<file path="config.mk">
export PLATFORM = sky130hd
export DESIGN_NAME = i2ch_host
export DESIGN_NICKNAME = d
export VERILOG_FILES = /design/src/i2ch_pkg.sv /design/src/i2ch_host.sv
export VERILOG_INCLUDE_DIRS = /design/src
export SDC_FILE = /design/constraint.sdc
export NUM_CORES = 1
export LEC_CHECK = 0
export ABC_AREA = 1
export BUFFER_PORTS_ARGS = -buffer_cell sky130_fd_sc_hd__buf_2
export CELL_PAD_IN_SITES_DETAIL_PLACEMENT = 1
export CELL_PAD_IN_SITES_GLOBAL_PLACEMENT = 1
export CORE_UTILIZATION = 25
export CTS_CLUSTER_DIAMETER = 100
export DETAILED_ROUTE_END_ITERATION = 10
export PLACE_DENSITY_LB_ADDON = 0.1
export SYNTH_ARGS = -nofsm -noshare
export SYNTH_HDL_FRONTEND = slang
export SYNTH_SLANG_ARGS = --single-unit
</file>
<file path="constraint.sdc">
create_clock -name core_clk -period 2.6 [get_ports core_clk]
set_input_delay 0.39 -clock core_clk [delete_from_list [all_inputs] [get_ports core_clk]]
set_output_delay 0.39 -clock core_clk [all_outputs]
set_load 0.005 [all_outputs]
</file>
<file path="src/i2ch_cfg.svh">
// offsets, positions, timing constants for the two-wire host
`ifndef I2CH_CFG_SVH
`define I2CH_CFG_SVH
`define I2CH_OFS_COMMON_CONTROL_A 8'h00
`define I2CH_OFS_STATUS 8'h04
`define I2CH_OFS_BAUD 8'h08
`define I2CH_OFS_ADDR 8'h0C
`define I2CH_OFS_DATA 8'h10
`define I2CH_OFS_CTRLB 8'h14
`define I2CH_OFS_CLIENT 8'h18
`define I2CH_RESP_OKAY 2'h0
`define I2CH_RESP_SLVERR 2'h2
`define I2CH_BYTE 7:0
`define I2CH_HWORD 15:0
`define I2CH_CLK_NS 40
`define I2CH_TO_US 50
`define I2CH_TO_CYC (`I2CH_TO_US * 1000 / `I2CH_CLK_NS)
// low phase lasts baud+5 cycles: counter runs 0..baud+4
`define I2CH_LO_ADJ 9'h004
// high seen baud+5 cycles: two sync cycles plus 0..baud+2
`define I2CH_HI_ADJ 9'h002
`define I2CH_LO_TOTAL 10'h005
`define I2CH_WR_BITS 4'h8
`define I2CH_RD_BITS 4'h7
`define I2CH_RD_IDLE 9'h1FF
`define I2CH_RESET_BAUD 8'h00
`endif

</file>
<file path="src/i2ch_pkg.sv">
// types shared by the two-wire host
package i2ch_pkg;
   typedef enum logic [1:0] {
      BUS_UNKNOWN = 2'h0,
      BUS_IDLE = 2'h1,
      BUS_OWNER = 2'h2,
      BUS_BUSY = 2'h3
   } i2ch_bus_e;
   typedef enum logic [2:0] {
      E_IDLE = 3'h0,
      E_START = 3'h1,
      E_LOW = 3'h3,
      E_HIGH = 3'h2,
      E_HOLD = 3'h6,
      E_STOP = 3'h7
   } i2ch_eng_e;
   typedef enum logic [1:0] {
      CMD_NONE = 2'h0,
      CMD_RSV = 2'h1,
      CMD_READ = 2'h2,
      CMD_STOP = 2'h3
   } i2ch_cmd_e;
   typedef struct packed {
      logic rsv7;
      logic [1:0] hold_t;
      logic fmp;
      logic [1:0] tosel;
      logic rsv1;
      logic en;
   } i2ch_common_control_a_s;
   typedef struct packed {
      logic rif;
      logic host_write_flag;
      logic clkhold;
      logic rxack;
      logic arbl;
      logic berr;
      i2ch_bus_e bus;
   } i2ch_status_s;
   typedef struct packed {
      logic [4:0] rsv;
      logic ackact;
      i2ch_cmd_e cmd;
   } i2ch_ctrlb_s;
   typedef struct packed {
      logic [6:0] rsv;
      logic csetup;
      logic cen;
      logic [6:0] caddr;
   } i2ch_client_s;
   typedef struct packed {
      logic [2:0] scl_sy;
      logic [2:0] sda_sy;
      i2ch_common_control_a_s ctl;
      i2ch_client_s cl;
      logic [7:0] baud;
      logic rif;
      logic host_write_flag;
      logic rxack;
      logic arbl;
      logic berr;
      logic ackact;
      i2ch_bus_e bus;
      i2ch_eng_e eng;
      logic ph;
      logic [8:0] cnt;
      logic [12:0] tocnt;
      logic [8:0] sh;
      logic [3:0] bits;
      logic rd;
      logic ackonly;
      logic addr_ph;
      logic stop_after;
      logic pend;
      logic own_start;
      logic [7:0] addr;
      logic [7:0] rx;
      logic scl_oe_n;
      logic sda_oe_n;
      logic awready;
      logic wready;
      logic aw_got;
      logic w_got;
      logic [7:0] awa;
      logic [31:0] wdat;
      logic [3:0] wstb;
      logic bvalid;
      logic [1:0] bresp;
      logic arready;
      logic rvalid;
      logic [1:0] rresp;
      logic [31:0] rdata;
   } i2ch_state_s;
endpackage : i2ch_pkg

</file>
<file path="src/i2ch_host.sv">
// two-wire host: bus state monitor, baud generator, byte engine, regs
`include "i2ch_cfg.svh"
module i2ch_host
   import i2ch_pkg::*;
#(
   parameter int TO_BASE_CYC = `I2CH_TO_CYC
)
(
   // clock and reset
   input wire logic core_clk,
   input wire logic reset_n,
   // axi4-lite write
   input wire logic [7:0] s_axi_awaddr,
   input wire logic s_axi_awvalid,
   output logic s_axi_awready,
   input wire logic [31:0] s_axi_wdata,
   input wire logic [3:0] s_axi_wstrb,
   input wire logic s_axi_wvalid,
   output logic s_axi_wready,
   output logic [1:0] s_axi_bresp,
   output logic s_axi_bvalid,
   input wire logic s_axi_bready,
   // axi4-lite read
   input wire logic [7:0] s_axi_araddr,
   input wire logic s_axi_arvalid,
   output logic s_axi_arready,
   output logic [31:0] s_axi_rdata,
   output logic [1:0] s_axi_rresp,
   output logic s_axi_rvalid,
   input wire logic s_axi_rready,
   // open-drain bus lines
   input wire logic scl_i,
   output logic scl_o,
   output logic scl_oe_n,
   input wire logic sda_i,
   output logic sda_o,
   output logic sda_oe_n
);
   i2ch_state_s st;
   i2ch_state_s n;
   logic scl;
   logic sda;
   logic start_det;
   logic stop_det;
   logic to_hit;
   logic lost;
   logic berr_ev;
   logic force_idle;
   logic wr_fire;
   logic owned;
   logic [8:0] lo_lim;
   logic [8:0] hi_lim;
   logic [12:0] to_lim;
   logic [31:0] wd;
   i2ch_ctrlb_s cb;
   i2ch_status_s sr;
   logic [9:0] lowrun;

   always_comb
   begin
      n = st;
      n.scl_sy = {st.scl_sy[1:0], scl_i};
      n.sda_sy = {st.sda_sy[1:0], sda_i};
      scl = st.scl_sy[1];
      sda = st.sda_sy[1];
      start_det = scl & st.scl_sy[2] & st.sda_sy[2] & ~sda;
      stop_det = scl & st.scl_sy[2] & ~st.sda_sy[2] & sda;
      lo_lim = {1'b0, st.baud} + `I2CH_LO_ADJ;
      hi_lim = {1'b0, st.baud} + `I2CH_HI_ADJ;
      to_lim = 13'(TO_BASE_CYC) << (st.ctl.tosel - 2'h1);
      to_hit = (st.ctl.tosel != 2'h0) && (st.tocnt >= to_lim);
      // any line movement restarts the inactivity count
      if ((scl != st.scl_sy[2]) || (sda != st.sda_sy[2]))
         n.tocnt = 13'h0;
      else if (!to_hit)
         n.tocnt = st.tocnt + 13'h1;

      // register writes go first so hardware sets below win over clears
      force_idle = 1'b0;
      wd = st.wdat;
      cb = i2ch_ctrlb_s'(wd[`I2CH_BYTE]);
      sr = i2ch_status_s'(wd[`I2CH_BYTE]);
      wr_fire = st.aw_got && st.w_got && !st.bvalid;
      if (s_axi_awvalid && st.awready)
      begin
         n.aw_got = 1'b1;
         n.awa = s_axi_awaddr;
      end
      if (s_axi_wvalid && st.wready)
      begin
         n.w_got = 1'b1;
         n.wdat = s_axi_wdata;
         n.wstb = s_axi_wstrb;
      end
      if (st.bvalid && s_axi_bready)
         n.bvalid = 1'b0;
      if (wr_fire)
      begin
         n.aw_got = 1'b0;
         n.w_got = 1'b0;
         n.bvalid = 1'b1;
         n.bresp = `I2CH_RESP_OKAY;
         case (st.awa)
         `I2CH_OFS_COMMON_CONTROL_A:
            if (st.wstb[0])
               n.ctl = i2ch_common_control_a_s'(wd[`I2CH_BYTE]);
         `I2CH_OFS_STATUS:
            if (st.wstb[0])
            begin
               // write one to clear; only Idle may be forced
               n.rif = st.rif & ~sr.rif;
               n.host_write_flag = st.host_write_flag & ~sr.host_write_flag;
               n.arbl = st.arbl & ~sr.arbl;
               n.berr = st.berr & ~sr.berr;
               force_idle = st.ctl.en && (sr.bus == BUS_IDLE);
            end
         `I2CH_OFS_BAUD:
            if (st.wstb[0])
               n.baud = wd[`I2CH_BYTE];
         `I2CH_OFS_ADDR:
            if (st.wstb[0])
            begin
               n.addr = wd[`I2CH_BYTE];
               n.rif = 1'b0;
               n.host_write_flag = 1'b0;
               n.arbl = 1'b0;
               n.berr = 1'b0;
               // repeated start from a held byte, else wait for Idle
               if (st.eng == E_HOLD)
               begin
                  n.eng = E_START;
                  n.ph = 1'b0;
                  n.cnt = 9'h0;
               end
               else
                  n.pend = 1'b1;
            end
         `I2CH_OFS_DATA:
            if (st.wstb[0] && st.eng == E_HOLD && !st.rd && st.host_write_flag)
            begin
               n.sh = {wd[`I2CH_BYTE], 1'b1};
               n.bits = `I2CH_WR_BITS;
               n.host_write_flag = 1'b0;
               n.addr_ph = 1'b0;
               n.eng = E_LOW;
               n.cnt = 9'h0;
            end
         `I2CH_OFS_CTRLB:
            if (st.wstb[0])
            begin
               n.ackact = cb.ackact;
               if (st.eng == E_HOLD && st.rd && st.rif &&
                   (cb.cmd == CMD_READ || cb.cmd == CMD_STOP))
               begin
                  // acknowledge bit goes out before the next step
                  n.sh = `I2CH_RD_IDLE;
                  n.sh[8] = cb.ackact;
                  n.bits = 4'h0;
                  n.ackonly = 1'b1;
                  n.stop_after = (cb.cmd == CMD_STOP);
                  n.rif = 1'b0;
                  n.eng = E_LOW;
                  n.cnt = 9'h0;
               end
               else if (st.eng == E_HOLD && cb.cmd == CMD_STOP)
               begin
                  n.rif = 1'b0;
                  n.host_write_flag = 1'b0;
                  n.eng = E_STOP;
                  n.ph = 1'b0;
                  n.cnt = 9'h0;
               end
            end
         `I2CH_OFS_CLIENT:
         begin
            // client setup is only stored
            if (st.wstb[0])
               n.cl.caddr = wd[6:0];
            if (st.wstb[1])
               n.cl = i2ch_client_s'(wd[`I2CH_HWORD]);
         end
         default:
            n.bresp = `I2CH_RESP_SLVERR;
         endcase
      end
      n.awready = !n.aw_got && !n.bvalid;
      n.wready = !n.w_got && !n.bvalid;

      if (st.rvalid && s_axi_rready)
         n.rvalid = 1'b0;
      if (s_axi_arvalid && st.arready)
      begin
         n.rvalid = 1'b1;
         n.rresp = `I2CH_RESP_OKAY;
         n.rdata = 32'h0;
         case (s_axi_araddr)
         `I2CH_OFS_COMMON_CONTROL_A:
            n.rdata[`I2CH_BYTE] = st.ctl;
         `I2CH_OFS_STATUS:
            n.rdata[`I2CH_BYTE] = {st.rif, st.host_write_flag, st.rif | st.host_write_flag,
               st.rxack, st.arbl, st.berr, st.bus};
         `I2CH_OFS_BAUD:
            n.rdata[`I2CH_BYTE] = st.baud;
         `I2CH_OFS_ADDR:
            n.rdata[`I2CH_BYTE] = st.addr;
         `I2CH_OFS_DATA:
            n.rdata[`I2CH_BYTE] = st.rx;
         `I2CH_OFS_CTRLB:
            n.rdata[`I2CH_BYTE] = {5'h0, st.ackact, CMD_NONE};
         `I2CH_OFS_CLIENT:
            n.rdata[`I2CH_HWORD] = st.cl;
         default:
            n.rresp = `I2CH_RESP_SLVERR;
         endcase
      end
      n.arready = !n.rvalid;

      // byte engine
      lost = 1'b0;
      berr_ev = (start_det | stop_det) &&
         (st.eng == E_LOW || st.eng == E_HIGH);
      owned = st.rd ? st.ackonly : (st.bits != 4'h0);
      case (st.eng)
      E_IDLE:
         if (st.pend && st.bus == BUS_IDLE)
         begin
            n.pend = 1'b0;
            n.own_start = 1'b1;
            n.eng = E_START;
            n.ph = 1'b0;
            n.cnt = 9'h0;
         end
      E_START:
         if (!st.ph)
         begin
            if (scl)
            begin
               n.cnt = st.cnt + 9'h1;
               if (st.cnt == hi_lim)
               begin
                  n.ph = 1'b1;
                  n.cnt = 9'h0;
               end
            end
         end
         else
         begin
            n.cnt = st.cnt + 9'h1;
            if (st.cnt == lo_lim)
            begin
               // address and direction bit
               n.sh = {st.addr, 1'b1};
               n.bits = `I2CH_WR_BITS;
               n.rd = 1'b0;
               n.ackonly = 1'b0;
               n.addr_ph = 1'b1;
               n.eng = E_LOW;
               n.cnt = 9'h0;
            end
         end
      E_LOW:
      begin
         n.cnt = st.cnt + 9'h1;
         if (st.cnt == lo_lim)
         begin
            n.eng = E_HIGH;
            n.cnt = 9'h0;
         end
      end
      E_HIGH:
         // released data bit read back low means another driver
         if (owned && st.sh[8] && scl && !sda)
            lost = 1'b1;
         else if (scl)
         begin
            // no high count until the line is really high
            n.cnt = st.cnt + 9'h1;
            if (st.cnt == hi_lim)
            begin
               n.cnt = 9'h0;
               n.eng = E_LOW;
               n.sh = {st.sh[7:0], sda};
               n.bits = st.bits - 4'h1;
               // nine bit packets on writes; a read byte ends after eight bits, its ack bit goes alone
               if (st.bits == 4'h0)
               begin
                  if (st.ackonly)
                  begin
                     n.ackonly = 1'b0;
                     n.sh = `I2CH_RD_IDLE;
                     n.bits = `I2CH_RD_BITS;
                     if (st.stop_after)
                     begin
                        n.eng = E_STOP;
                        n.ph = 1'b0;
                     end
                  end
                  else if (st.rd)
                  begin
                     n.rx = {st.sh[6:0], sda};
                     n.rif = 1'b1;
                     n.eng = E_HOLD;
                  end
                  else
                  begin
                     n.rxack = sda;
                     n.addr_ph = 1'b0;
                     if (st.addr_ph && !sda && st.addr[0])
                     begin
                        n.rd = 1'b1;
                        n.sh = `I2CH_RD_IDLE;
                        n.bits = `I2CH_RD_BITS;
                     end
                     else
                     begin
                        n.host_write_flag = 1'b1;
                        n.eng = E_HOLD;
                     end
                  end
               end
            end
         end
      E_HOLD:
         n.cnt = 9'h0;
      E_STOP:
         // data low under clock, then clock up, then data up
         if (!st.ph)
         begin
            n.cnt = st.cnt + 9'h1;
            if (st.cnt == lo_lim)
            begin
               n.ph = 1'b1;
               n.cnt = 9'h0;
            end
         end
         else if (scl)
         begin
            n.cnt = st.cnt + 9'h1;
            if (st.cnt == hi_lim)
               n.eng = E_IDLE;
         end
      default:
         n.eng = E_IDLE;
      endcase
      if (lost || berr_ev)
      begin
         n.eng = E_IDLE;
         n.host_write_flag = 1'b1;
         n.arbl = 1'b1;
         n.berr = st.berr | berr_ev;
         n.own_start = 1'b0;
      end

      // bus state monitor
      if (force_idle)
         n.bus = BUS_IDLE;
      else if ((lost || berr_ev) && st.bus == BUS_OWNER)
         n.bus = BUS_BUSY;
      else
         case (st.bus)
         BUS_UNKNOWN, BUS_BUSY:
            if (stop_det || to_hit)
               n.bus = BUS_IDLE;
         BUS_IDLE:
            if (start_det)
            begin
               n.bus = st.own_start ? BUS_OWNER : BUS_BUSY;
               n.own_start = 1'b0;
            end
         BUS_OWNER:
            if (stop_det)
               n.bus = BUS_IDLE;
         default:
            n.bus = BUS_UNKNOWN;
         endcase
      if (!n.ctl.en || !st.ctl.en)
      begin
         n.bus = BUS_UNKNOWN;
         n.eng = E_IDLE;
         n.pend = 1'b0;
         n.own_start = 1'b0;
      end

      // pins only ever pulled low
      n.scl_oe_n = !((n.eng == E_LOW) || (n.eng == E_STOP && !n.ph) ||
         (n.eng == E_HOLD && (n.rif || n.host_write_flag)));
      n.sda_oe_n = !(((n.eng == E_LOW || n.eng == E_HIGH) && !n.sh[8]) ||
         (n.eng == E_START && n.ph) || (n.eng == E_STOP));
   end

   always_ff @(posedge core_clk or negedge reset_n)
   begin
      if (!reset_n)
      begin
         st <= '0;
         st.baud <= `I2CH_RESET_BAUD;
         st.scl_oe_n <= 1'b1;
         st.sda_oe_n <= 1'b1;
      end
      else
         st <= n;
   end

   // helper for low-phase length checks
   always_ff @(posedge core_clk or negedge reset_n)
   begin
      if (!reset_n)
         lowrun <= 10'h0;
      else if (st.eng == E_LOW)
         lowrun <= lowrun + 10'h1;
      else
         lowrun <= 10'h0;
   end

   assign s_axi_awready = st.awready;
   assign s_axi_wready = st.wready;
   assign s_axi_bvalid = st.bvalid;
   assign s_axi_bresp = st.bresp;
   assign s_axi_arready = st.arready;
   assign s_axi_rvalid = st.rvalid;
   assign s_axi_rresp = st.rresp;
   assign s_axi_rdata = st.rdata;
   assign scl_oe_n = st.scl_oe_n;
   assign sda_oe_n = st.sda_oe_n;
   // open-drain: the driven level is always low
   assign scl_o = 1'b0;
   assign sda_o = 1'b0;
endmodule : i2ch_host

</file>
# Word level (Yosys, flattened, before mapping)
# Cells that the tools add are included.
# op_classes
shift,1
addsub,6
n_bitwise,21
eq_ne,45
n_mux,150
magnitude_cmp,1
n_reduce_logical,81
# ops
op,n
13-bit two-way mux,24
16-bit two-way mux,8
3-bit two-way mux,20
8-bit case mux with 7 select lines,1
9-bit two-way mux,6
9-bit case mux with 6 select lines,1
8-bit by 5-bit equality test with 1-bit output (second input constant),6
1-bit two-way mux,45
2-bit two-way mux,19
35-bit two-way mux,1
8-bit by 4-bit equality test with 1-bit output (second input constant),4
16-bit case mux with 2 select lines,1
1-bit logical AND,30
10-bit two-way mux,3
14-bit two-way mux,2
27-bit two-way mux,1
9-bit case mux with 3 select lines,1
13-bit case mux with 2 select lines,1
8-bit two-way mux,3
3-bit AND reduction,7
9-bit equality test,2
3-bit case mux with 6 select lines,1
8-bit by 3-bit equality test with 1-bit output (second input constant),2
8-bit zero test,2
other kinds (44),114
# word_totals
input_bits,61
out_inout_bits,45
ff_bits,162
wordCells,354

# Depth between registers and ports, before layout
# Gate-level depths: netlist of the first run.
# depth
word_depth,29
ltp_mapped,19
mapped_depth_nobuf,19

# Worst setup path before layout of the first run
# Ideal clock, no wire load.
# synth_path
path_kind,register to register
from,register st[184] in the netlist's numbering
to,register st[132] in the netlist's numbering
path_stages_with_launch,16
path_slack_ns,0.369
t_required_ns,2.480
arrival_ns,2.111
cell_sequence,dfrtp_1 inv_1 ha_1 inv_1 ha_1 nand2_1 o211ai_1 nand3_1 nand3_1 nand2_1 nor2_2 inv_1 nand2_1 inv_1 o21ai_0 nor2_1
# synth_via
elab_chain_cells,5
# synth_lines
element,line,rtl
"start, declared",i2ch_host.sv:39,i2ch_state_s st;
"start signal, assigned",i2ch_host.sv:401,st <= n;
2-bit by 1-bit subtractor with 2-bit output,i2ch_host.sv:70,to_lim = 13'(TO_BASE_CYC) << (st.ctl.tosel - 2'h1);
11-bit by 2-bit left shift with 13-bit output,i2ch_host.sv:70,
13-bit greater-or-equal comparator,i2ch_host.sv:71,to_hit = (st.ctl.tosel != 2'h0) && (st.tocnt >= to_lim);
1-bit logical AND *,i2ch_host.sv:71,
2-bit by 1-bit inequality test with 1-bit output (no source line) *,n/a,
# Mark *: on every way between the ends. The rest lies on a longest branch, timed or not.
# A chain may end at the register's enable or synchronous reset.

# Worst setup path after layout of the first run
# layout_path
from,register st[185] in the netlist's numbering
to,register st[135] in the netlist's numbering
# Same word-level chain as after synthesis.

==> results.md, run 1 <==
* Die area at 0.03783 mm^2
* Critical path's slowest cell: dfrtp_1
* Synth top area share at 42.67%
* Peak supply drop at 0.0004101 V
* Largest net degree at the start of global routing at 61
* M1 WL at 15.10 mm
* Post-synthesis sequential area ratio at 43.24%
* Slew @ Worst Pin at 615.3 ps
* N_diodes at 0
* Finish-stage setup viols at 0
* Number of global-route vias before repair at 8460
* CTS buffer count at 17
* Hold Path Class: in2reg
* ANT nets after route at 0
* Synth Warn # at 0
* Crit path time final at 2347 ps
* Fmax at 426.1 MHz
* Top Metal Used: met4
* RSZ-0062 raised after global routing: true
* Setup bufs post-CTS at 0
* Max incr delay on CP at 400 ps
* Clk_lat worst skew at 440 ps
* WL met3 at 446 um
* Syn Std Cell Area at 0.009265 mm^2
* Startpoint types: flip-flop
* Filler cells at 4434
* EDFF count, synth at 0
* Die Span Y at 194.5 um
* Critical Path RT at 2950 ps
* Residual DRC at 0
* CORE AREA at 0.03652 mm^2
* Layout area overhead at 17.35%
* Initial detailed-routing violation count at 424
* Global-route wire length before repair at 49.29 mm
* CTS root buf: clkbuf_16
* Max-slew violations at 0
* Post-Route WL at 30.53 mm
* PwrDens at 665.4 mW/mm^2
* Run status: completed
* Avg Vias per Cell at 4.503
* Period utilization at 90.26%
* Num ports at 106
* Top post-synthesis cells by area: dfrtp_1 43%, nand2_1 13%, o21ai_0 6.6%, inv_1 6.4%, nand3_1 3.6%
* Cells after Synth at 1208
* Global route total overflow at 0
* Commonest non-fill, non-tap cell in the layout: nand2_1
* Met2 wire len at 14.79 mm
* Yosys reg bits at 160
* Detailed-route via count at 8034
* Syn avg cell area at 7.670 um^2
* CTS tree: built
* Crit path kind: reg2reg
* Synth area leader: dfrtp_1
* Reg clk slew, reported paths at 70 ps
* CP Max Fanout at 5
* Fin. Hold Viols at 0
* CTS sink count at 160
* Worst reg-to-reg setup slack at 250 ps
* TritonRoute pass-1 iters at 4
* Worst Skew at 13.42 ps
* H-tree Lvls at 4
* Number of cell rows at 70
* Die width at 194.5 um
* Overall global routing resource usage at 16.91%
* Initial antenna violation count at 0
* Share of cells above drive strength 1 at 17.55%
* Post-placement cell count at 1752
* Slew headroom at 58.98%
* Post-DP HPWL at 24.14 mm
* Final Instance Count excl. Fillers at 1784
* Fin area at 0.01087 mm^2
* # port buffers at 67
* DR WL/cell at 17.12 um
* Placed cell area at 0.01027 mm^2
* Maximum clock insertion buffer count at 2
* CP Cell Sequence: inv_2 > ha_2 > nor2_1 > ha_1 > a21oi_1 > nor2_1 > a211oi_1 > nand3_1 > nand2_2 > buf_4 > nand3_1 > inv_1 > a21oi_1 > a211oi_2
* Max_cap viols at 0
* GPL Wtd Cong at 0.8434
* Post-synth cell types at 56
* Post-synth ARST share at 100.0%
* Final nets at 1390
* Fin Hold WS at 60.35 ps
* Worst EP arrival at 2700 ps
* Commonest cells after routing, fill and taps aside: 323 x nand2_1, 157 x dfrtp_1, 155 x inv_1
* Leak at 5.222 nW
* Most used DFF post-synth: dfrtp_1
* Initial Util at 25.37%
* Critical Path End Type: flip-flop
-- worst max-delay path, delay by kind of cell (launching register included) --
| kind | cells | cell delay [ps] |
|---|---|---|
| buf+inv | 3 | 370 |
| flops | 1 | 400 |
| simple gates | 5 | 440 |
| compound gates | 4 | 540 |
| fa+ha+maj | 2 | 500 |
-- area by class of cell --
type                       instances  area [um^2]  share of cell area [%]
clock buffer                      19        442.9                   4.074
clock inverter                    12        126.4                   1.162
inverter                         180        676.9                   6.226
multi-input combinational        833         4314                   39.68
sequential                       160         4008                   36.86
tap                              468        585.6                   5.386
timing repair buffer             112        719.4                   6.617
-- stage by stage --
step | total power, mW | setup WS, ps | util (%) | setup TNS [ps]
finish | 7.235 | 253.1 | 29.77 | 0
global route | 7.713 | -24.45 | 29.77 | -27.33
CTS | 7.378 | 3.742 | 29.72 | 0
detailed placement | 4.784 | 56.64 | 28.13 | 0
global placement | 4.759 | 58.24 | 28.13 | 0
floorplan | 4.067 | 368.5 | - | 0
-- synthesized netlist by cell type (11+ instances only) --
| cell type | count |
|---|---|
| inv_2 | 19 |
| o22ai_1 | 12 |
| o211ai_1 | 14 |
| nor3_1 | 20 |
| o21ai_0 | 123 |
| nand2_2 | 12 |
| buf_4 | 40 |
| nand2_1 | 324 |
| clkbuf_1 | 11 |
| inv_1 | 157 |
| nand3_1 | 66 |
| a21oi_1 | 29 |
| dfrtp_1 | 158 |
| nor2_2 | 17 |
| nor2_1 | 67 |
| ha_1 | 25 |
-- flip-flops by register name (all words and copies together), names as in the netlist --
signal	flops
s_axi_bresp	1
wd	16
sda_oe_n	1
s_axi_bvalid	1
s_axi_arready	1
n	4
s_axi_rresp	1
s_axi_rvalid	1
s_axi_awready	1
s_axi_rdata	16
st	115
scl_oe_n	1
s_axi_wready	1
-- timing repair --
action | in CTS | in global routing
hold endpoints to repair | 56 | 0
hold buffers | 1 | 0
resized for setup | 0 | 9
endpoints found under the setup margin | 0 | 25
-- worst paths after layout --
check | from | to | depth (start not counted)
worst min register to register | n[194]$_DFF_PN0_ | n[195]$_DFF_PN0_ | 0
worst min-delay path | sda_i | n[191]$_DFF_PN0_ | 1
max in group asynchronous | reset_n | st[160]$_DFFE_PN0P_ | 3
worst max-delay path | st[185]$_DFFE_PN0P_ | st[135]$_DFFE_PN0P_ | 14
worst max register to register | st[185]$_DFFE_PN0P_ | st[135]$_DFFE_PN0P_ | 14
min in group asynchronous | reset_n | st[128]$_DFFE_PN0P_ | 2
-- power breakdown --
group	leakage, nW	internal, mW	switching (mW)
Sequential	2.15	2.84	0.266
Clock	0.279	1.37	1.17
Combinational	2.80	0.480	1.11
Total	5.22	4.69	2.54
-- kinds of logic after synthesis --
kind of cell,count (synthesis),synth area share [%]
multiplexers,1,0.1215
other,1,0.04047
flip-flops,160,43.24
buffers and inverters,234,11.15
AO/OA/AOI/OAI,224,14.13
XOR/XNOR,16,1.512
adder cells (fa/ha/maj),25,3.376
AND/OR/NAND/NOR,547,26.43
-- layer usage --
metal,up-vias,track usage [%]
li1,4067,-
met1,3902,22.91
met2,56,28.51
met3,9,2.638
met4,0,3.086
met5,-,0
No activity file was read; power rests on OpenSTA's default activity.
==> run 2, diff against run 1 <==
- clock period: 2.6 -> 2.9 ns (I/O delays scaled with it)
==> run 2 against run 1 <==
Effect of this change:
- first-iteration DRC count is 3.1% lower
- clock skew is 3.3 ps lower
- register-to-register slack better by 170 ps
- final area is 2.0% lower
- critical path depth is 1 higher
- worst hold slack better by 38 ps
- worst setup slack better by 170 ps
- total power is 11% lower
- sequential power is 11% lower
- via count hardly changed
- routed wire length is 0.13% lower
==> results.md, run 2 (synthesis gave the netlist of run 1 again) <==
* Max-slew violations at 0 (unchanged)
* Register with the most flip-flops: st
* Setup TNS at 0 ps (unchanged)
* Fin. Hold Viols at 0 (unchanged)
* Placed cell area at 0.01008 mm^2 (-1.9%)
* Leak at 5.098 nW (-2.4%)
* CTS sink count at 160 (unchanged)
* Global-route wire length before repair at 49.64 mm (+0.70%)
* GPL Wtd Cong at 0.8421 (-0.15%)
* Layout area overhead at 15.02%
* Initial detailed-routing violation count at 411 (-3.1%)
* Slew @ Worst Pin at 1081 ps (+466.2 ps)
* Num ports at 106 (unchanged)
* Reg clk slew, reported paths at 70 ps (about the same)
* Peak supply drop at 0.0003719 V (-9.3%)
* Met2 Use GR at 28.06% (-0.45 points)
* R2R depth at 15 (+1)
* PwrDens at 605.7 mW/mm^2 (-9.0%)
* Avg Vias per Cell at 4.568 (+1.4%)
* Fin Hold WS at 98.06 ps (+37.71 ps)
* CP Max Fanout at 5 (unchanged)
* Critical Path End Type: flip-flop
* Place WS at 363.7 ps (+307.0 ps)
* Period utilization at 85.55% (-4.7 points)
* Largest net degree at the start of global routing at 60 (-1.6%)
* Detailed-route via count at 8035 (+0.012%)
* Final nets at 1364 (-1.9%)
* Hold Path Class: in2reg
* Fin area at 0.01066 mm^2 (-2.0%)
* Setup slack after layout at 419.0 ps (+165.9 ps)
* TritonRoute pass-1 iters at 8 (+4)
* Post-Route WL at 30.49 mm (-0.13%)
* Overall global routing resource usage at 17.03% (+0.12 points)
* Finish-stage setup viols at 0 (unchanged)
* Met1 GRT Util at 23.43% (+0.53 points)
* N_diodes at 0 (unchanged)
* Global route total overflow at 0 (unchanged)
* H-tree Lvls at 4 (unchanged)
* Worst Skew at 10.16 ps (-3.260 ps)
* Crit path time final at 2481 ps (+134.1 ps)
* Number of global-route vias before repair at 8582 (+1.4%)
* Slew headroom at 27.58% (-31 points)
* CTS buffer count at 17 (unchanged)
* DR WL/cell at 17.34 um (+1.3%)
* Critical Path RT at 3270 ps (+320 ps)
* Clk_lat worst skew at 450 ps (about the same)
* Max reg flops at 115 (unchanged)
* Final Instance Count excl. Fillers at 1759 (-1.4%)
* Post-DP HPWL at 23.92 mm (-0.92%)
* Die Span Y at 194.5 um (unchanged)
* Max_cap viols at 0 (unchanged)
* ANT nets after route at 0 (unchanged)
* Startpoint types: flip-flop
* CTS tree: built
* # port buffers at 67 (unchanged)
* Initial Util at 25.37% (unchanged)
* Commonest cells after routing, fill and taps aside: 324 x nand2_1, 158 x dfrtp_1, 157 x inv_1
* CORE AREA at 0.03652 mm^2 (unchanged)
* Overall power at 6.455 mW (-11%)
* Crit path kind: reg2reg
* Maximum clock insertion buffer count at 2 (unchanged)
* Hold depth at 1 (unchanged)
* Die area at 0.03783 mm^2 (unchanged)
* Run status: completed
* Die width at 194.5 um (unchanged)
* Most Crowded Layer GR: met2
* Final core occ at 29.18% (-0.59 points)
* Setup bufs post-CTS at 0 (unchanged)
* Residual DRC at 0 (unchanged)
* Share of cells above drive strength 1 at 15.34% (-2.2 points)
* RSZ-0062 raised after global routing: false
* Post-placement cell count at 1726 (-1.5%)
* Commonest non-fill, non-tap cell in the layout: nand2_1
* Initial antenna violation count at 0 (unchanged)
* Fmax at 403.1 MHz (-5.4%)
* M3 GR Usage at 2.638% (unchanged)
* Worst EP arrival at 2850 ps (+150 ps)
* CTS root buf: clkbuf_16
* Number of cell rows at 70 (unchanged)
run 2: critical path, cell delays in order, from the launching register on:
cell      delay (ps)
dfrtp_1          400
inv_1            150
ha_1             240
nor2_1            70
ha_1             280
a21oi_1          140
nor2_1            50
a211oi_1         180
nand3_1          100
nand2_1          100
nor2_2            80
inv_1            170
nand2_1          100
nor2_1           140
nand2_1           70
a21oi_1          130
run 2: final cells by class:
class / instances / area, um^2
clock inverter: 13 / 113.9
tap: 468 / 585.6
timing repair buffer: 86 / 524.3
clock buffer: 19 / 452.9
sequential: 160 / 4006
fill: 4420 / 25870
inverter: 180 / 676.9
multi-input combinational: 833 / 4297
run 2: final timing paths:
check / endpoint / from / slack [ps]
max in group asynchronous: scl_oe_n$_DFF_PN1_ / reset_n / 1650
setup / recovery: st[134]$_DFFE_PN0P_ / st[185]$_DFFE_PN0P_ / 420
min in group asynchronous: st[135]$_DFFE_PN0P_ / reset_n / 540
hold reg to reg: n[192]$_DFF_PN0_ / n[191]$_DFF_PN0_ / 350
setup reg to reg: st[134]$_DFFE_PN0P_ / st[185]$_DFFE_PN0P_ / 420
hold / removal: n[194]$_DFF_PN0_ / scl_i / 100
run 2: power by group:
part	internal (mW)	total [mW]	switching, mW	leakage (nW)
logic	0.409	1.41	1.00	2.67
registers	2.55	2.78	0.234	2.15
clock network	1.17	2.26	1.09	0.280
total	4.13	6.45	2.32	5.10
run 2: what timing repair did:
| action | CTS | global route |
|---|---|---|
| hold buffers | 1 | 0 |
| setup endpoints to repair | 0 | 0 |
| resized for setup | 0 | 0 |
| endpoints found under the hold margin | 7 | 0 |
run 2: metal layers:
metal	vias to the layer above	share of wire (%)
met5	-	0
met4	0	0.92
met3	14	1.9
met2	83	47
met1	3929	50
li1	4009	-
==> run 3, diff against run 2 <==
- ABC_AREA: 1 -> default
- REMOVE_ABC_BUFFERS: default -> 1
- clock period: 2.9 -> 3.12 ns (I/O delays scaled with it)
==> run 3 against run 2 <==
Effect of this change:
- routed wire length decreased by 7.9%
- first-iteration DRC count decreased by 22%
- worst setup slack got worse by 220 ps
- non-clock buffer count increased by 38
- clock skew increased by 4.8 ps
- total power decreased by 8.0%
- core utilization increased by 0.85 points
- worst hold slack got worse by 53 ps
- die area decreased by 4.4%
- combinational power decreased by 25%
- sequential power decreased by 2%
- maximum frequency decreased by 15%
- critical path type unchanged
==> results.md, run 3 <==
* Run status: completed
* Die area at 0.03616 mm^2 (-4.4%)
* Max_cap viols at 0 (unchanged)
* CP Cell Sequence: inv_1 > ha_1 > nor2_1 > ha_1 > a21o_1 > a211o_1 > a211o_1 > o21a_2 > o22ai_1 > a21o_1 > mux2_2
* N_diodes at 0 (unchanged)
* CTS root buf: clkbuf_16
* FF/Latch Area at 0.004006 mm^2 (unchanged)
* Post-synthesis sequential area ratio at 45.27% (+2.0 points)
* Count leader, synth: dfrtp_1
* Share of cells above drive strength 1 at 24.58% (+9.2 points)
* Max reg flops at 115 (unchanged)
* Syn avg cell area at 9.768 um^2 (+27%)
* Setup bufs post-CTS at 0 (unchanged)
* TritonRoute pass-1 iters at 4 (-4)
* Die Span Y at 190.1 um (-2.2%)
* Int Power at 3.984 mW (-3.6%)
* Critical Path End Type: flip-flop
* Overall power at 5.942 mW (-8.0%)
* Max-slew violations at 0 (unchanged)
* DR WL/cell at 19.24 um (+11%)
* Crit path time final at 2926 ps (+444.8 ps)
* Layout area overhead at 17.79%
* Global route total overflow at 0 (unchanged)
* Area of the multi-input gates at 0.004338 mm^2 (+0.96%)
* Detailed-route via count at 7020 (-13%)
* Syn Std Cell Area at 0.008850 mm^2 (-4.5%)
* Reg clk slew, reported paths at 70 ps (about the same)
* Worst EP arrival at 3260 ps (+410 ps)
* Overall global routing resource usage at 16.34% (-0.69 points)
* Commonest non-fill, non-tap cell in the layout: dfrtp_1
* Period utilization at 93.77% (+8.2 points)
* Initial detailed-routing violation count at 322 (-22%)
* Register with the most flip-flops: st
* Avg Vias per Cell at 4.808 (+5.3%)
* Crit path kind: reg2reg
* Post-DP HPWL at 21.16 mm (-12%)
* Net Sw Power at 1.958 mW (-16%)
* Yosys reg bits at 160 (unchanged)
* Largest net degree at the start of global routing at 62 (+3.3%)
* Fin Hold WS at 45.45 ps (-52.61 ps)
* Commonest cells after routing, fill and taps aside: 158 x dfrtp_1, 108 x nand2_1, 73 x mux2_2
* Switching Share at 32.95% (-3.0 points)
* Post-synth ARST share at 100.0% (unchanged)
* Peak supply drop at 0.0003661 V (-1.6%)
* ANT nets after route at 0 (unchanged)
* Clk_lat worst skew at 450 ps (about the same)
* Final nets at 1078 (-21%)
* Power share of the clock group at 36.5% (+1.5 points)
* Post-placement cell count at 1428 (-17%)
* Startpoint types: flip-flop
* CORE AREA at 0.03471 mm^2 (-5.0%)
* Setup TNS at 0 ps (unchanged)
* CP Max Fanout at 8 (+3)
* Initial antenna violation count at 0 (unchanged)
* Number of cell rows at 68 (-2.9%)
* Most used DFF post-synth: dfrtp_1
* Global-route wire length before repair at 44.44 mm (-10%)
* EDFF count, synth at 0 (unchanged)
* Worst setup startpoint: st[185]$_DFFE_PN0P_
* Top post-synthesis cells by area: dfrtp_1 45%, mux2_2 9.3%, nand2_1 4.6%, ha_1 3.5%, buf_4 3.3%
* Cells after Synth at 906 (-25%)
* Final core occ at 30.03% (+0.85 points)
* Fmax at 341.8 MHz (-15%)
* Sequential Power Share at 45.7% (+2.6 points)
* Reg2reg start: st[185]$_DFFE_PN0P_
* Synth Warn # at 0 (unchanged)
* H-tree Lvls at 4 (unchanged)
* Number of global-route vias before repair at 7443 (-13%)
* Post-Route WL at 28.10 mm (-7.9%)
* Hold Path Class: in2async
* Post-synth cell types at 77 (+38%)
* Critical path's slowest cell: dfrtp_1
* Initial Util at 25.49% (+0.13 points)
* Num ports at 106 (unchanged)
* Critical Path RT at 3450 ps (+180 ps)
* PwrDens at 570.0 mW/mm^2 (-5.9%)
* CTS sink count at 160 (unchanged)
* Fin. Hold Viols at 0 (unchanged)
* CTS buffer count at 17 (unchanged)
* Final Instance Count excl. Fillers at 1460 (-17%)
* Commonest cells post-synth: 158 x dfrtp_1, 108 x nand2_1, 73 x mux2_2
* GPL Wtd Cong at 0.7882 (-6.4%)
* Synth top area share at 44.68% (+2.0 points)
* Maximum clock insertion buffer count at 2 (unchanged)
* Slew @ Worst Pin at 930.0 ps (-151.4 ps)
* Slew headroom at 37.85% (+10 points)
* Die width at 190.1 um (-2.2%)
* Finish-stage setup viols at 0 (unchanged)
* Max incr delay on CP at 400 ps (about the same)
* Leak at 4.798 nW (-5.9%)
* Synth area leader: dfrtp_1
* Residual DRC at 0 (unchanged)
* # port buffers at 67 (unchanged)
* Comb power frac at 17.8% (-4.0 points)
* RSZ-0062 raised after global routing: false
* Filler cells at 4065 (-8.0%)
* Worst Skew at 14.98 ps (+4.820 ps)
* CTS tree: built
## run 3: worst paths after layout
path	endpoint	cells past startpoint	slack (ps)
min in group core_clk	n[191]$_DFF_PN0_	1	130
max in group asynchronous	wd[14]$_DFFE_PN0P_	2	2330
setup reg to reg	st[150]$_DFFE_PN0P_	11	190
hold / removal	st[106]$_DFF_PN0_	1	50
hold reg to reg	n[195]$_DFF_PN0_	0	350
setup / recovery	st[150]$_DFFE_PN0P_	11	190
## run 3: worst max-delay path, delay by kind of cell (launching register included)
family,cells,cell delay [ps]
AO/OA/AOI/OAI,6,1360
multiplexers,1,330
AND/OR/NAND/NOR,1,70
adder cells (fa/ha/maj),2,520
flip-flops,1,400
buffers and inverters,1,150
## run 3: layer usage
metal  up-vias  part of all wire, %  GRT usage (%)
met2       105                   46          25.76
met1      3532                   50          22.50
met4         0                  2.1          5.231
li1       3351                    -              -
met5         -                    0              0
met3        32                  2.6          2.988
## run 3: what timing repair did
action	4_1_cts	5_1_grt
endpoints found under the setup margin	0	5
hold buffers	0	0
resized for setup	0	2
endpoints found under the hold margin	0	0
## run 3: layout make-up
class | count | area share, %
inverter | 35 | 1.260
clock inverter | 15 | 1.644
sequential | 160 | 38.43
multi-input combinational | 654 | 41.62
clock buffer | 17 | 4.081
tap | 455 | 5.462
timing repair buffer | 124 | 7.502
## run 3: power by group through the flow
stage / clock [mW] / sequential, mW / combinational [mW]
6_report: 2.17 / 2.72 / 1.06
2_1_floorplan: 0 / 2.62 / 0.612
3_5_place_dp: 0 / 2.77 / 1.08
5_1_grt: 2.31 / 2.77 / 1.19
3_3_place_gp: 0 / 2.77 / 1.07
4_1_cts: 2.25 / 2.73 / 1.08
## run 3: cells by family (layout without fill, tap and decap cells)
kind of cell,Yosys count,count (layout),share of synthesized area [%]
simple gates,321,321,18.25
compound gates,184,184,13.87
flops,160,160,45.27
buf+inv,111,191,6.617
mux,76,76,9.642
xor+xnor,28,28,2.771
fa+ha+maj,25,25,3.535
other cells,1,20,0.04237
## run 3: per-stage QoR
step           instance area, um^2  setup WS [ps]
6_report                     10420          194.3
5_1_grt                      10420          39.97
4_1_cts                      10420          126.9
3_5_place_dp                  9823          120.8
3_3_place_gp                  9823          160.5
2_1_floorplan                 8467          213.7
